==> config.mk <==
export PLATFORM = sky130hd
export DESIGN_NAME = acu_axis_cmd
export DESIGN_NICKNAME = d
export VERILOG_FILES = /design/src/core/acu_pkg.sv /design/src/core/acu_axis_cmd.sv /design/src/core/acu_queue.sv
export VERILOG_INCLUDE_DIRS = /design/src /design/src/core
export SDC_FILE = /design/constraint.sdc
export NUM_CORES = 2
export LEC_CHECK = 0
export ABC_AREA = 1
export ABC_CLOCK_PERIOD_IN_PS = 7000
export BUFFER_PORTS_ARGS = -buffer_cell sky130_fd_sc_hd__buf_2
export CAP_MARGIN = 20
export CORE_AREA = 2 2 372 374
export CTS_CLUSTER_DIAMETER = 40
export CTS_CLUSTER_SIZE = 20
export DETAILED_ROUTE_END_ITERATION = 12
export DIE_AREA = 0 0 374 376
export PLACE_DENSITY = 0.68
export SYNTH_ARGS = -nofsm -noshare
export SYNTH_HDL_FRONTEND = slang
export SYNTH_HIERARCHICAL = 1
export SYNTH_SLANG_ARGS = --single-unit
==> constraint.sdc <==
create_clock -name clk_sys -period 7 [get_ports clk_sys]
set_input_delay 0.35 -clock clk_sys [delete_from_list [all_inputs] [get_ports clk_sys]]
set_output_delay 0.35 -clock clk_sys [all_outputs]
set_load 0.005 [all_outputs]
==> src/core/acu_consts.svh <==
// Behaviour
// Codes 10h-17h drive output pin low
// Codes 18h-1Fh drive output pin high
// Pin commands ignored on input pins
// 04h resets device; host waits 12 clocks
// 20h/21h clear first/second counter
// 24h asserts, 25h releases deviation clear
// 26h returns queue to unfixed
// 28h starts override-two positioning
// 29h snapshots both counters together
// 3Ch/3Dh watch on, 3Eh/3Fh off
// Manual mode: 2Dh/2Eh clear stop flags
// 03h exposes identity once via D5h
// 00h accepted, changes nothing; code still clears id_exposed
// Register reads/writes move via I/O buffer
// Two shared 16-bit port registers
// All registers zero after reset
// Signed values in two's complement
// Unused bits ignore writes, read zero/sign
// Queue writes pass through when stopped
// Start fixes data; auto restart on completion
// Pre-register writes refused while queue full
// Host overrides via working registers
// Stop flag clears within 3 clocks
// Undefined codes ignored; code still clears id_exposed on them
`ifndef ACU_CONSTS_SVH
`define ACU_CONSTS_SVH
`define ACU_CMD_NOP 8'h00
`define ACU_CMD_ID 8'h03
`define ACU_CMD_SOFT_RESET_CMD 8'h04
`define ACU_CMD_PLOW 5'b0_0010
`define ACU_CMD_PHIGH 5'b0_0011
`define ACU_CMD_C1CLR 8'h20
`define ACU_CMD_C2CLR 8'h21
`define ACU_CMD_DEVON 8'h24
`define ACU_CMD_DEVOFF 8'h25
`define ACU_CMD_QCAN 8'h26
`define ACU_CMD_OVR2 8'h28
`define ACU_CMD_SNAP 8'h29
`define ACU_CMD_STOPCLR 8'h2D
`define ACU_CMD_OFFCLR 8'h2E
`define ACU_CMD_L3ON 8'h3C
`define ACU_CMD_L4ON 8'h3D
`define ACU_CMD_L3OFF 8'h3E
`define ACU_CMD_L4OFF 8'h3F
`define ACU_CMD_START_LO 8'h50
`define ACU_CMD_START_HI 8'h53
`define ACU_CMD_STOP 8'h49
`define ACU_CMD_SDSTOP 8'h4A
`define ACU_CMD_PRE_WR 8'h80
`define ACU_CMD_REG_WR 8'h90
`define ACU_CMD_PRE_RD 8'hC0
`define ACU_CMD_REG_RD 8'hD0
`define ACU_QIDX_LAST 4'hA
`define ACU_IDX_SPEEDMUL 4'h5
`define ACU_IDX_ENV2 8'h1D
`define ACU_IDX_CUN1 8'h23
`define ACU_IDX_CUN2 8'h24
`define ACU_IDX_LTC1 8'h2D
`define ACU_IDX_LTC2 8'h2E
`define ACU_IDX_LTC3 8'h2F
`define ACU_IDX_LTC4 8'h30
`define ACU_IDX_STATUS 8'h31
`define ACU_IDX_PDIR 8'h3A
`define ACU_IDX_PDATA 8'h3B
`define ACU_ENV2_MANUAL_FLAG_CLEAR_SELECT 5
`define ACU_MG_BITS 12
`define ACU_RDP_BITS 24
`define ACU_RESET_HOLD 4'hC
`define ACU_ADDR_CMD 2'h0
`define ACU_ADDR_BUF 2'h1
`define ACU_ADDR_STAT 2'h2
`define ACU_ADDR_EVT 2'h3
`endif

==> src/core/acu_pkg.sv <==
`default_nettype none
package acu_pkg;
  typedef enum logic [2:0] {
    ACU_IDLE = 3'b001,
    ACU_RUN = 3'b010,
    ACU_RUN_QUEUED = 3'b100
  } acu_run_type;
endpackage
`default_nettype wire

==> src/core/acu_axis_cmd.sv <==
// Local design decisions: the strobed register port and the register offsets.
`include "acu_consts.svh"
`default_nettype none
// Port: addr 0 command, 1 I/O buffer, 2 status, 3 pin view
module acu_axis_cmd #(
  parameter logic [15:0] ID_CODE = 16'h5A_A5,
  parameter int DATA_W = 32
) (
  input wire logic clk_sys,
  input wire logic reset_n,
  input wire logic [1:0] addr,
  input wire logic [DATA_W-1:0] wr_data,
  input wire logic wr_strobe,
  input wire logic rd_strobe,
  output logic [DATA_W-1:0] rd_data,
  input wire logic [7:0] gp_pin_in,
  output logic [7:0] gp_pin_out,
  output logic [7:0] gp_pin_oe,
  output logic deviation_clear_pin,
  input wire logic count1_step,
  input wire logic count2_step,
  input wire logic latch3_trigger,
  input wire logic latch4_trigger,
  input wire logic op_complete,
  input wire logic stop_event,
  input wire logic off_target_event,
  output logic axis_running,
  output logic override_two_start,
  output logic queue_full_flag,
  output logic stop_irq_flag,
  output logic off_target_stop_flag
);
  localparam int NQ = 11;

  logic [7:0] gp_in_meta;
  logic [7:0] gp_in_sync;
  logic [3:0] trig_meta;
  logic [3:0] trig_sync;
  logic [3:0] trig_prev;
  logic [DATA_W-1:0] io_buffer;
  logic [7:0] gp_dir;
  logic [15:0] shared_port_direction_reg;
  logic [15:0] shared_port_data_reg;
  logic [DATA_W-1:0] first_counter;
  logic [DATA_W-1:0] second_counter;
  logic [DATA_W-1:0] first_latch_reg;
  logic [DATA_W-1:0] second_latch_reg;
  logic [DATA_W-1:0] third_latch_reg;
  logic [DATA_W-1:0] fourth_latch_reg;
  logic [DATA_W-1:0] environment_setting_two;
  logic latch3_watch;
  logic latch4_watch;
  logic id_exposed;
  logic soft_rst;
  logic [3:0] hold_count;
  acu_pkg::acu_run_type run_state;
  acu_pkg::acu_run_type next_run_state;
  logic [DATA_W-1:0] pre_q [NQ];
  logic [DATA_W-1:0] reg_q [NQ];
  logic [DATA_W-1:0] next_rd_data;

  wire logic cmd_wr = wr_strobe && (addr == `ACU_ADDR_CMD) && !soft_rst;
  wire logic [7:0] cmd = wr_data[7:0];
  wire logic is_start = cmd_wr && (cmd >= `ACU_CMD_START_LO)
    && (cmd <= `ACU_CMD_START_HI);
  wire logic is_stop = cmd_wr && ((cmd == `ACU_CMD_STOP)
    || (cmd == `ACU_CMD_SDSTOP));
  wire logic pre_wr_cmd = cmd_wr && (cmd[7:4] == `ACU_CMD_PRE_WR >> 4)
    && (cmd[3:0] <= `ACU_QIDX_LAST);
  wire logic reg_wr_cmd = cmd_wr && (cmd[7:4] == `ACU_CMD_REG_WR >> 4)
    && (cmd[3:0] <= `ACU_QIDX_LAST);
  wire logic pre_accept = pre_wr_cmd && !queue_full_flag;
  wire logic manual_clear = environment_setting_two[`ACU_ENV2_MANUAL_FLAG_CLEAR_SELECT];
  wire logic advance = op_complete
    && (run_state == acu_pkg::ACU_RUN_QUEUED);

  assign axis_running = (run_state != acu_pkg::ACU_IDLE);
  assign queue_full_flag = (run_state == acu_pkg::ACU_RUN_QUEUED);

  // Inputs from pins pass two flip-flops first
  always_ff @(posedge clk_sys or negedge reset_n) begin
    if (!reset_n) begin
      gp_in_meta <= 8'h00;
      gp_in_sync <= 8'h00;
      trig_meta <= 4'h0;
      trig_sync <= 4'h0;
    end else begin
      gp_in_meta <= gp_pin_in;
      gp_in_sync <= gp_in_meta;
      trig_meta <= {latch4_trigger, latch3_trigger,
        count2_step, count1_step};
      trig_sync <= trig_meta;
    end
  end

  always_ff @(posedge clk_sys or negedge reset_n) begin
    if (!reset_n) begin
      trig_prev <= 4'h0;
    end else begin
      trig_prev <= trig_sync;
    end
  end

  // Soft reset holds the core cleared
  always_ff @(posedge clk_sys or negedge reset_n) begin
    if (!reset_n) begin
      soft_rst <= 1'b0;
      hold_count <= 4'h0;
    end else if (cmd_wr && cmd == `ACU_CMD_SOFT_RESET_CMD) begin
      soft_rst <= 1'b1;
      hold_count <= `ACU_RESET_HOLD;
    end else if (hold_count != 4'h0) begin
      hold_count <= hold_count - 4'h1;
      soft_rst <= (hold_count != 4'h1);
    end else begin
      soft_rst <= 1'b0;
    end
  end

  genvar q;
  generate
    for (q = 0; q < NQ; q++) begin : g_queue
      acu_queue #(.WIDTH(DATA_W)) u_queue (
        .clk_sys(clk_sys),
        .reset_n(reset_n),
        .soft_rst(soft_rst),
        .pre_wr(pre_accept && cmd[3:0] == q),
        .reg_wr(reg_wr_cmd && cmd[3:0] == q),
        .pass_through(run_state == acu_pkg::ACU_IDLE),
        .advance(advance),
        .wr_data(io_buffer),
        .pre_value(pre_q[q]),
        .reg_value(reg_q[q])
      );
    end
  endgenerate

  // Run / queue state
  always_comb begin
    next_run_state = run_state;
    case (run_state)
      acu_pkg::ACU_IDLE: begin
        if (is_start) begin
          next_run_state = acu_pkg::ACU_RUN;
        end
      end
      acu_pkg::ACU_RUN: begin
        if (is_stop || op_complete) begin
          next_run_state = acu_pkg::ACU_IDLE;
        end else if (is_start) begin
          next_run_state = acu_pkg::ACU_RUN_QUEUED;
        end
      end
      acu_pkg::ACU_RUN_QUEUED: begin
        if (is_stop) begin
          next_run_state = acu_pkg::ACU_IDLE;
        end else if (op_complete) begin
          next_run_state = acu_pkg::ACU_RUN;
        end else if (cmd_wr && cmd == `ACU_CMD_QCAN) begin
          next_run_state = acu_pkg::ACU_RUN;
        end
      end
      default: begin
        next_run_state = acu_pkg::ACU_IDLE;
      end
    endcase
  end

  always_ff @(posedge clk_sys or negedge reset_n) begin
    if (!reset_n) begin
      run_state <= acu_pkg::ACU_IDLE;
    end else if (soft_rst) begin
      run_state <= acu_pkg::ACU_IDLE;
    end else begin
      run_state <= next_run_state;
    end
  end

  always_ff @(posedge clk_sys or negedge reset_n) begin
    if (!reset_n) begin
      override_two_start <= 1'b0;
    end else begin
      override_two_start <= cmd_wr && cmd == `ACU_CMD_OVR2;
    end
  end

  // General-purpose pins, one per bit; input pins ignore commands
  genvar p;
  generate
    for (p = 0; p < 8; p++) begin : g_pin
      always_ff @(posedge clk_sys or negedge reset_n) begin
        if (!reset_n) begin
          gp_pin_out[p] <= 1'b0;
        end else if (soft_rst) begin
          gp_pin_out[p] <= 1'b0;
        end else if (cmd_wr && gp_dir[p] && cmd[2:0] == p) begin
          if (cmd[7:3] == `ACU_CMD_PLOW) begin
            gp_pin_out[p] <= 1'b0;
          end else if (cmd[7:3] == `ACU_CMD_PHIGH) begin
            gp_pin_out[p] <= 1'b1;
          end
        end
      end
    end
  endgenerate
  assign gp_pin_oe = gp_dir;

  always_ff @(posedge clk_sys or negedge reset_n) begin
    if (!reset_n) begin
      deviation_clear_pin <= 1'b0;
    end else if (soft_rst) begin
      deviation_clear_pin <= 1'b0;
    end else if (cmd_wr && cmd == `ACU_CMD_DEVON) begin
      deviation_clear_pin <= 1'b1;
    end else if (cmd_wr && cmd == `ACU_CMD_DEVOFF) begin
      deviation_clear_pin <= 1'b0;
    end
  end

  // Counters: clear wins over counting
  always_ff @(posedge clk_sys or negedge reset_n) begin
    if (!reset_n) begin
      first_counter <= '0;
      second_counter <= '0;
    end else if (soft_rst) begin
      first_counter <= '0;
      second_counter <= '0;
    end else begin
      if (cmd_wr && cmd == `ACU_CMD_C1CLR) begin
        first_counter <= '0;
      end else if (cmd_wr
          && cmd == `ACU_CMD_REG_WR + `ACU_IDX_CUN1 - 8'h10) begin
        first_counter <= io_buffer;
      end else if (trig_sync[0] && !trig_prev[0]) begin
        first_counter <= first_counter + 1'b1;
      end
      if (cmd_wr && cmd == `ACU_CMD_C2CLR) begin
        second_counter <= '0;
      end else if (cmd_wr
          && cmd == `ACU_CMD_REG_WR + `ACU_IDX_CUN2 - 8'h10) begin
        second_counter <= io_buffer;
      end else if (trig_sync[1] && !trig_prev[1]) begin
        second_counter <= second_counter + 1'b1;
      end
    end
  end

  always_ff @(posedge clk_sys or negedge reset_n) begin
    if (!reset_n) begin
      first_latch_reg <= '0;
      second_latch_reg <= '0;
    end else if (soft_rst) begin
      first_latch_reg <= '0;
      second_latch_reg <= '0;
    end else if (cmd_wr && cmd == `ACU_CMD_SNAP) begin
      first_latch_reg <= first_counter;
      second_latch_reg <= second_counter;
    end
  end

  // Trigger-driven latches
  always_ff @(posedge clk_sys or negedge reset_n) begin
    if (!reset_n) begin
      latch3_watch <= 1'b0;
      latch4_watch <= 1'b0;
      third_latch_reg <= '0;
      fourth_latch_reg <= '0;
    end else if (soft_rst) begin
      latch3_watch <= 1'b0;
      latch4_watch <= 1'b0;
      third_latch_reg <= '0;
      fourth_latch_reg <= '0;
    end else begin
      if (cmd_wr && cmd == `ACU_CMD_L3ON) begin
        latch3_watch <= 1'b1;
      end else if (cmd_wr && cmd == `ACU_CMD_L3OFF) begin
        latch3_watch <= 1'b0;
      end
      if (cmd_wr && cmd == `ACU_CMD_L4ON) begin
        latch4_watch <= 1'b1;
      end else if (cmd_wr && cmd == `ACU_CMD_L4OFF) begin
        latch4_watch <= 1'b0;
      end
      if (latch3_watch && trig_sync[2] && !trig_prev[2]) begin
        third_latch_reg <= first_counter;
      end
      if (latch4_watch && trig_sync[3] && !trig_prev[3]) begin
        fourth_latch_reg <= second_counter;
      end
    end
  end

  // Status flags: set wins over clear
  always_ff @(posedge clk_sys or negedge reset_n) begin
    if (!reset_n) begin
      stop_irq_flag <= 1'b0;
      off_target_stop_flag <= 1'b0;
    end else if (soft_rst) begin
      stop_irq_flag <= 1'b0;
      off_target_stop_flag <= 1'b0;
    end else begin
      if (stop_event) begin
        stop_irq_flag <= 1'b1;
      end else if ((manual_clear && cmd_wr && cmd == `ACU_CMD_STOPCLR)
          || (!manual_clear && rd_strobe && addr == `ACU_ADDR_STAT)) begin
        stop_irq_flag <= 1'b0;
      end
      if (off_target_event) begin
        off_target_stop_flag <= 1'b1;
      end else if ((manual_clear && cmd_wr && cmd == `ACU_CMD_OFFCLR)
          || (!manual_clear && rd_strobe && addr == `ACU_ADDR_STAT)) begin
        off_target_stop_flag <= 1'b0;
      end
    end
  end

  // Identity clears on the next command
  always_ff @(posedge clk_sys or negedge reset_n) begin
    if (!reset_n) begin
      id_exposed <= 1'b0;
    end else if (soft_rst) begin
      id_exposed <= 1'b0;
    end else if (cmd_wr) begin
      id_exposed <= (cmd == `ACU_CMD_ID);
    end
  end

  always_ff @(posedge clk_sys or negedge reset_n) begin
    if (!reset_n) begin
      environment_setting_two <= '0;
      gp_dir <= 8'h00;
      shared_port_direction_reg <= 16'h0000;
      shared_port_data_reg <= 16'h0000;
    end else if (soft_rst) begin
      environment_setting_two <= '0;
      gp_dir <= 8'h00;
      shared_port_direction_reg <= 16'h0000;
      shared_port_data_reg <= 16'h0000;
    end else if (cmd_wr) begin
      if (cmd == `ACU_CMD_REG_WR + `ACU_IDX_ENV2 - 8'h10) begin
        environment_setting_two <= io_buffer;
        gp_dir <= io_buffer[15:8];
      end else if (cmd == `ACU_CMD_REG_WR + `ACU_IDX_PDIR - 8'h10) begin
        shared_port_direction_reg <= io_buffer[15:0];
      end else if (cmd == `ACU_CMD_REG_WR + `ACU_IDX_PDATA - 8'h10) begin
        shared_port_data_reg <= io_buffer[15:0];
      end
    end
  end

  // Register read into I/O buffer, unused bits zero or sign copies
  always_comb begin
    next_rd_data = io_buffer;
    if (cmd[7:4] == `ACU_CMD_REG_RD >> 4 && cmd[3:0] <= `ACU_QIDX_LAST) begin
      next_rd_data = reg_q[cmd[3:0]];
    end else if (cmd[7:4] == `ACU_CMD_PRE_RD >> 4
        && cmd[3:0] <= `ACU_QIDX_LAST) begin
      next_rd_data = pre_q[cmd[3:0]];
    end else if (cmd == `ACU_CMD_REG_RD + `ACU_IDX_ENV2 - 8'h10) begin
      next_rd_data = environment_setting_two;
    end else if (cmd == `ACU_CMD_REG_RD + `ACU_IDX_CUN1 - 8'h10) begin
      next_rd_data = first_counter;
    end else if (cmd == `ACU_CMD_REG_RD + `ACU_IDX_CUN2 - 8'h10) begin
      next_rd_data = second_counter;
    end else if (cmd == `ACU_CMD_REG_RD + `ACU_IDX_LTC1 - 8'h10) begin
      next_rd_data = first_latch_reg;
    end else if (cmd == `ACU_CMD_REG_RD + `ACU_IDX_LTC2 - 8'h10) begin
      next_rd_data = second_latch_reg;
    end else if (cmd == `ACU_CMD_REG_RD + `ACU_IDX_LTC3 - 8'h10) begin
      next_rd_data = third_latch_reg;
    end else if (cmd == `ACU_CMD_REG_RD + `ACU_IDX_LTC4 - 8'h10) begin
      next_rd_data = fourth_latch_reg;
    end else if (cmd == `ACU_CMD_REG_RD + `ACU_IDX_PDIR - 8'h10) begin
      next_rd_data = {16'h0000, shared_port_direction_reg};
    end else if (cmd == `ACU_CMD_REG_RD + `ACU_IDX_PDATA - 8'h10) begin
      next_rd_data = {16'h0000, shared_port_data_reg};
    end
    if (cmd == `ACU_CMD_REG_RD + `ACU_IDX_SPEEDMUL) begin
      next_rd_data = {(id_exposed ? ID_CODE : 16'h0000), 4'h0,
        reg_q[`ACU_IDX_SPEEDMUL][`ACU_MG_BITS-1:0]};
    end else if (cmd == `ACU_CMD_REG_RD + 8'h06) begin
      next_rd_data = {{(DATA_W-`ACU_RDP_BITS){reg_q[6][`ACU_RDP_BITS-1]}},
        reg_q[6][`ACU_RDP_BITS-1:0]};
    end
  end

  // I/O buffer; unknown codes and NOP leave it alone
  always_ff @(posedge clk_sys or negedge reset_n) begin
    if (!reset_n) begin
      io_buffer <= '0;
    end else if (soft_rst) begin
      io_buffer <= '0;
    end else if (wr_strobe && addr == `ACU_ADDR_BUF) begin
      io_buffer <= wr_data;
    end else if (cmd_wr) begin
      io_buffer <= next_rd_data;
    end
  end

  // Read data one cycle after the strobe
  always_ff @(posedge clk_sys or negedge reset_n) begin
    if (!reset_n) begin
      rd_data <= '0;
    end else if (rd_strobe) begin
      if (addr == `ACU_ADDR_BUF) begin
        rd_data <= io_buffer;
      end else if (addr == `ACU_ADDR_STAT) begin
        rd_data <= {17'h0_0000, queue_full_flag, off_target_stop_flag,
          10'h000, stop_irq_flag, axis_running, soft_rst};
      end else if (addr == `ACU_ADDR_EVT) begin
        rd_data <= {16'h0000, gp_in_sync, gp_pin_out};
      end else begin
        rd_data <= '0;
      end
    end else begin
      rd_data <= '0;
    end
  end
endmodule
`default_nettype wire

==> src/core/acu_queue.sv <==
`include "acu_consts.svh"
`default_nettype none
// Two-stage pre-register / register pair for one queued parameter
module acu_queue #(
  parameter int WIDTH = 32
) (
  input wire logic clk_sys,
  input wire logic reset_n,
  input wire logic soft_rst,
  input wire logic pre_wr,
  input wire logic reg_wr,
  input wire logic pass_through,
  input wire logic advance,
  input wire logic [WIDTH-1:0] wr_data,
  output logic [WIDTH-1:0] pre_value,
  output logic [WIDTH-1:0] reg_value
);
  always_ff @(posedge clk_sys or negedge reset_n) begin
    if (!reset_n) begin
      pre_value <= '0;
    end else if (soft_rst) begin
      pre_value <= '0;
    end else if (pre_wr) begin
      pre_value <= wr_data;
    end
  end

  always_ff @(posedge clk_sys or negedge reset_n) begin
    if (!reset_n) begin
      reg_value <= '0;
    end else if (soft_rst) begin
      reg_value <= '0;
    end else if (reg_wr || (pre_wr && pass_through)) begin
      reg_value <= wr_data;
    end else if (advance) begin
      reg_value <= pre_value;
    end
  end
endmodule
`default_nettype wire

### Yosys cells after proc, flatten, opt, wreduce, memory -nomap -nowiden

Cells that the tools add are included.

* input bits: 53
* register bits: 1083
* output and inout bits: 54
* logic and storage cells: 469

* bitwise operators: 1
* order comparisons: 4
* equality and inequality tests: 69
* multiplexer cells: 160
* add/sub/neg operators: 3
* reductions and logical operators: 175

Operator list (number)
* $mux 32: 96
* $bmux 32 s4: 2
* $mux 16: 11
* $eq 8x8->1 const B: 16
* $eq 8x6->1 const B: 13
* $logic_and 1x1->1: 88
* $add 32x1->32 const B: 2
* $reduce_bool 2->1: 27
* $reduce_bool 3->1: 18
* $mux 1: 37
* $eq 4x4->1 const B: 7
* $mux 8: 3
* $mux 3: 7
* $reduce_and 2->1: 10
* $eq 4x3->1 const B: 4
* $eq 8x7->1 const B: 2
* $eq 3x3->1 const B: 5
* $logic_or 1x1->1: 15
* $mux 15: 1
* $reduce_bool 15->1: 1
* $reduce_bool 4->1: 3
* $eq 5x2->1 const B: 2
* $eq 3x2->1 const B: 3
* $pmux 3 s3: 1
* 26 further kinds: 38

### Depth between registers and ports, before layout

* depth after elaboration: 17
* depth in mapped cells: 24
* mapped depth without buffers: 21

### Cells and area by module

The synthesis kept the hierarchy.

Modules (own cells, without submodules)
* acu_queue: sequential area each 1601.5 um2, cells each 386, instances 11, area each 3006.6 um2
* acu_axis_cmd: sequential area each 9285.2 um2, cells each 3312, instances 1, area each 23985.5 um2

### Least setup slack after synthesis

OpenSTA, ideal clock, no wires.

* path type: register to register
* from: register soft_rst
* to: register g_queue[2].u_queue.reg_value[11]
* path buffers: 3
* required time: 6.884 ns
* cell stages (with the launch flop): 15
* data arrival time: 3.185 ns
* path slack: 3.699 ns
* setup time: 0.116 ns
* period minus slack after synthesis: 3.301 ns
* cell sequence: dfrtp_1 > inv_2 > nand2_2 > inv_1 > nand3_1 > clkbuf_1 > nor3_1 > buf_6 > nand2_2 > nand2_4 > nor2_4 > nor2_4 > buf_4 > nand2_1 > nand2_1

* cells in the longest elaborated chain, start to end: 10
* elaborated cells between the ends (all ways): 14
* classes of those cells: 2 x mux; 12 x reduce/logical

Ends and longest elaborated chain
* start: declaration: line acu_axis_cmd.sv:54 `logic soft_rst;`
* start signal: assignment: line acu_axis_cmd.sv:114 `soft_rst <= (hold_count != 4'h1);`
* $logic_not 1->1: line acu_axis_cmd.sv:62 `` wire logic cmd_wr = wr_strobe && (addr == `ACU_ADDR_CMD) && !soft_rst; ``
* $logic_and 1x1->1: line acu_axis_cmd.sv:62
* $logic_and 1x1->1 (2 in a row): line acu_axis_cmd.sv:68 `` wire logic pre_wr_cmd = cmd_wr && (cmd[7:4] == `ACU_CMD_PRE_WR >> 4) ``
* $logic_and 1x1->1: line acu_axis_cmd.sv:72 `wire logic pre_accept = pre_wr_cmd && !queue_full_flag;`
* $logic_and 1x1->1: line acu_axis_cmd.sv:127 `.pre_wr(pre_accept && cmd[3:0] == q),`
* $logic_and 1x1->1: line acu_queue.sv:33 `end else if (reg_wr || (pre_wr && pass_through)) begin`
* $logic_or 1x1->1: line acu_queue.sv:33
* $mux 32: line acu_queue.sv:33
* $mux 32: line acu_queue.sv:31 `end else if (soft_rst) begin`
* end signal: assignment: line acu_queue.sv:34 `reg_value <= wr_data;`
* end signal: assignment: line acu_queue.sv:36 `reg_value <= pre_value;`
* end: declaration: line acu_queue.sv:16 `output logic [WIDTH-1:0] reg_value`

Parallel ways exist; a longest one is shown, timed or not.
A chain may end at the register's enable or synchronous reset.

### Worst setup path after layout

* from: register soft_rst
* to: register g_queue[6].u_queue.reg_value[9]

* cells in the longest elaborated chain, start to end: 10
* elaborated cells between the ends (all ways): 14
* classes of those cells: 2 x mux; 12 x reduce/logical

Ends and longest elaborated chain (line)
* $logic_not 1->1: acu_axis_cmd.sv:62
* $logic_and 1x1->1: acu_axis_cmd.sv:62
* $logic_and 1x1->1 (2 in a row): acu_axis_cmd.sv:68
* $logic_and 1x1->1: acu_axis_cmd.sv:72
* $logic_and 1x1->1: acu_axis_cmd.sv:127
* $logic_and 1x1->1: acu_queue.sv:33
* $logic_or 1x1->1: acu_queue.sv:33
* $mux 32: acu_queue.sv:33
* $mux 32: acu_queue.sv:31
* end signal: assignment: acu_queue.sv:34
* end signal: assignment: acu_queue.sv:36
* end: declaration: acu_queue.sv:16

Parallel ways exist; a longest one is shown, timed or not.

==> results.py <==
metrics = {
    "worst_setup_path": {
        "cp_cell_sequence": "inv_4 > nand2_2 > inv_1 > nand3_1 > nor2_2 > buf_4 > nand2_2 > nand2_4 > nor2_4 > nor2_4 > nand2_1 > nand2_1",
        "rrSetupSlack_ns": 1.43,
        "cp.required_ns": 7.74,
        "cp_num_cells": 12,
        "crit_path_max_fanout": 64,
        "crit_buf_inv": 3,
        "r2r-end": "g_queue[6].u_queue/reg_value[9]",
        "r2r_start": "soft_rst",
        "start_kind": "flip-flop",
        "critPathMaxStageDelay_ns": 0.75,
        "critPathTopFamily": "simple AND/OR/NAND/NOR gates",
        "arrival_ns": 6.31,
        "end_kind": "flip-flop",
        "slowest_stage": "nor2_4",
        "crit_type": "reg -> reg",
        "r2r_cells": 12,
    },
    "synth": {
        "yosys.area_share.xor_xnor_pct": 0.507,
        "synth_area_um2": 57100,
        "synth-seq-cells": 1075,
        "syn-num-nets": 7616,
        "syn_inst": 7558,
        "synth-main-ff-cell": "dfrtp_1",
        "synth_top_family_by_area": "simple AND/OR/NAND/NOR gates",
        "async_flop_share_pct": 100,
        "synth_fa_ha_area_share_pct": 0.110,
        "synth_warnings": 6,
        "muxShareOfSynthArea_pct": 0,
        "synth_compound_area_share_pct": 14.2,
        "yosysUniqueCellTypes": 64,
        "synth-edff-count": 0,
        "synthSimpleGateAreaFrac_pct": 28.9,
        "seq_area_frac_synth_pct": 47.1,
        "avgSynthCellArea_um2": 7.55,
    },
    "die": {
        "dieArea_um2": 141000,
        "rows": 136,
        "ioPinCount": 107,
        "core-area_um2": 137000,
        "die_h_um": 376,
        "initial_core_util_pct": 41.8,
        "die_w_um": 374,
    },
    "placed_design": {
        "placed_area_um2": 58500,
        "place_hpwl_mm": 154,
        "numPortBuffers": 106,
        "gp_congestion": 1.04,
        "dpl_worst_slack_ns": 1.73,
    },
    "grt": {
        "antenna_found_initial": 22,
        "track_usage_pct": 34.6,
        "grt_pass1_wl_mm": 363,
        "grt_pass1_vias": 53111,
        "overflow": 0,
        "grt_max_degree": 163,
    },
    "drt": {
        "final_antenna_net_count": 0,
        "drt_first_pass_iters": 7,
        "drt_iter0_markers": 8825,
        "drc_errors": 0,
        "top_layer_used": "met5",
        "met2_length_mm": 100,
        "drt-met1-wl_mm": 91.0,
        "vias": 57583,
        "wl_met3_mm": 35.6,
        "routed_wl_mm": 247,
        "drt-vias-per-instance": 6.12,
        "post_drt_wl_per_cell_um": 26.3,
    },
    "sta": {
        "setup_viol": 0,
        "tightest_slew_ns": 1.23,
        "min_period_ns": 5.57,
        "slew_violations": 0,
        "timing.final.hold_violations": 0,
        "rsz0062_at_grt": "no",
        "finalWorstSetupSlack_ns": 1.43,
        "whs_ns": 0.0688,
        "fmax_mhz": 180,
        "relSlewSlack_pct": 17.3,
        "tns_ns": 0,
        "fin_skew_ns": 0.0446,
        "period_share_pct": 79.5,
    },
    "clock_tree": {
        "cts_buffer_depth": 3,
        "cts_root_buffer": "clkbuf_16",
        "cts_tree": "yes",
        "path_clk_slew_ns": 0.06,
        "postCtsSetupRepairBufs": 0,
        "clk_latency_ns": 0.82,
        "numClockSinks": 1075,
        "cts_made_buffers": 153,
        "cts_max_level": 4,
    },
    "power_and_ir_drop": {
        "power_frac_seq_pct": 36.8,
        "p_comb_share_pct": 15.1,
        "power_density_nw_per_um2": 266,
        "clock_power_share_pct": 48.1,
        "switching_share_pct": 32.0,
        "switching_power_mw": 5.49,
        "p_leak_nw": 30.3,
        "cell_internal_pwr_mw": 11.7,
        "vdd_drop_max_uv": 241,
    },
    "job": {
        "drv_cap": 0,
    },
    "layout": {
        "reg.largest.list": "g_queue.u_queue/pre_value x352, g_queue.u_queue/reg_value x352",
        "finalCoreUtilization_pct": 47.1,
        "nets": 7540,
        "final_cell_area_um2": 64400,
        "drive_gt1_share_pct": 9.17,
        "syn2layout_area_growth_pct": 12.9,
    },
    "hold_path": {
        "min_from": "wr_data[7]",
        "hold_depth": 5,
        "holdPathEnd": "io_buffer[7]",
        "hp-class": "in -> reg",
    },
    "run_status": {
        "outcome": "finished, final reports clean",
    },
}
[metrics by stage]
stage / total power [mW] / instances
after floorplan: 7.88 / 7558
after global placement: 8.85 / 9071
after detailed placement: 8.86 / 9072
after CTS: 17.1 / 9400
after global routing: 17.5 / 9407
final: 17.1 / 9415
[repair_timing]
action                                  in CTS  in global routing
gates resized for setup                      0                  0
hold buffers                                44                  0
hold endpoints to repair                   147                  0
endpoints found under the setup margin       0                  0
[cell type report]
cell class,instances,area [um2]
diodes,10,25.0
flip-flops and latches,1075,26900
well taps,1794,2240
repair buffers,286,2130
multi-input cells,5261,25000
inverters,705,2660
clock inverters,101,1280
fillers,13187,72200
clock buffers,183,4140
[worst max path at each step]
stage	from	endpoint	slack, ns
final	soft_rst	g_queue[6].u_queue/reg_value[9]	1.43
after global routing	soft_rst	g_queue[7].u_queue/reg_value[25]	1.27
after CTS	soft_rst	g_queue[6].u_queue/reg_value[9]	1.66
after detailed placement	soft_rst	g_queue[6].u_queue/reg_value[23]	1.73
after global placement	soft_rst	g_queue[7].u_queue/reg_value[28]	1.76
after floorplan	soft_rst	g_queue[2].u_queue/reg_value[11]	3.70
[kinds of logic (layout without fill, tap and decap cells)]
| logic type | Yosys count | in the layout |
|---|---|---|
| AND/OR/NAND/NOR | 3831 | 3831 |
| AO/OA/AOI/OAI | 1392 | 1392 |
| buffers and inverters | 1222 | 1275 |
| other | 0 | 10 |
| flip-flops | 1075 | 1075 |
| XOR/XNOR | 33 | 33 |
| adder cells (fa/ha/maj) | 5 | 5 |
[power groups by stage]
stage / Combinational [mW] / Sequential [mW] / Clock [mW]
CTS: 2.47 / 6.31 / 8.29
global route: 2.64 / 6.31 / 8.56
global placement: 2.43 / 6.42 / 0
floorplan: 1.46 / 6.43 / 0
finish: 2.59 / 6.31 / 8.25
detailed placement: 2.44 / 6.42 / 0
[worst min-delay path: cells and delay by family]
kind,cells,cell delay [ns]
simple gates,1,0.09
buf+inv,2,0.26
compound gates,2,0.14
[cell usage in the layout, fill, tap and decap left out, types with 19 or more instances in the layout]
cell type / synthesis / routed
bufinv_16: 0 / 19
dlygate4sd3_1: 0 / 44
nand2_2: 20 / 19
nor2_2: 15 / 26
o211ai_1: 38 / 38
a21oi_1: 100 / 99
clkbuf_16: 0 / 157
o31ai_1: 73 / 73
buf_2: 121 / 105
inv_1: 673 / 673
xor2_1: 31 / 31
a221oi_1: 22 / 22
clkinv_2: 1 / 27
o21ai_0: 735 / 735
nor2_1: 177 / 163
dfrtp_1: 1074 / 1065
buf_4: 60 / 123
nor2_4: 29 / 32
nand4_1: 91 / 91
nor3_1: 36 / 33
nand3_1: 938 / 938
nand2_1: 2462 / 2461
inv_6: 0 / 21
o21ai_1: 42 / 40
inv_2: 27 / 25
o22ai_1: 307 / 307
[cells in the mapped netlist (39+ instances only)]
cell	count	area (um2)
clkbuf_1	240	901
o31ai_1	73	548
nor2_1	177	664
inv_1	673	2530
buf_2	121	606
buf_4	60	450
buf_6	39	439
o22ai_1	307	1920
nand3_1	938	4690
buf_1	57	214
a21oi_1	100	500
nand2_1	2462	9240
o21ai_0	735	3680
dfrtp_1	1074	26900
nand4_1	91	569
o21ai_1	42	210
[metal layers]
metal	up-vias	global-route usage (%)
met5	-	0.480
met4	26	24.8
met3	882	13.0
met2	4214	47.5
met1	27625	44.3
li1	24836	-
Power figures use the tool's default switching activity.
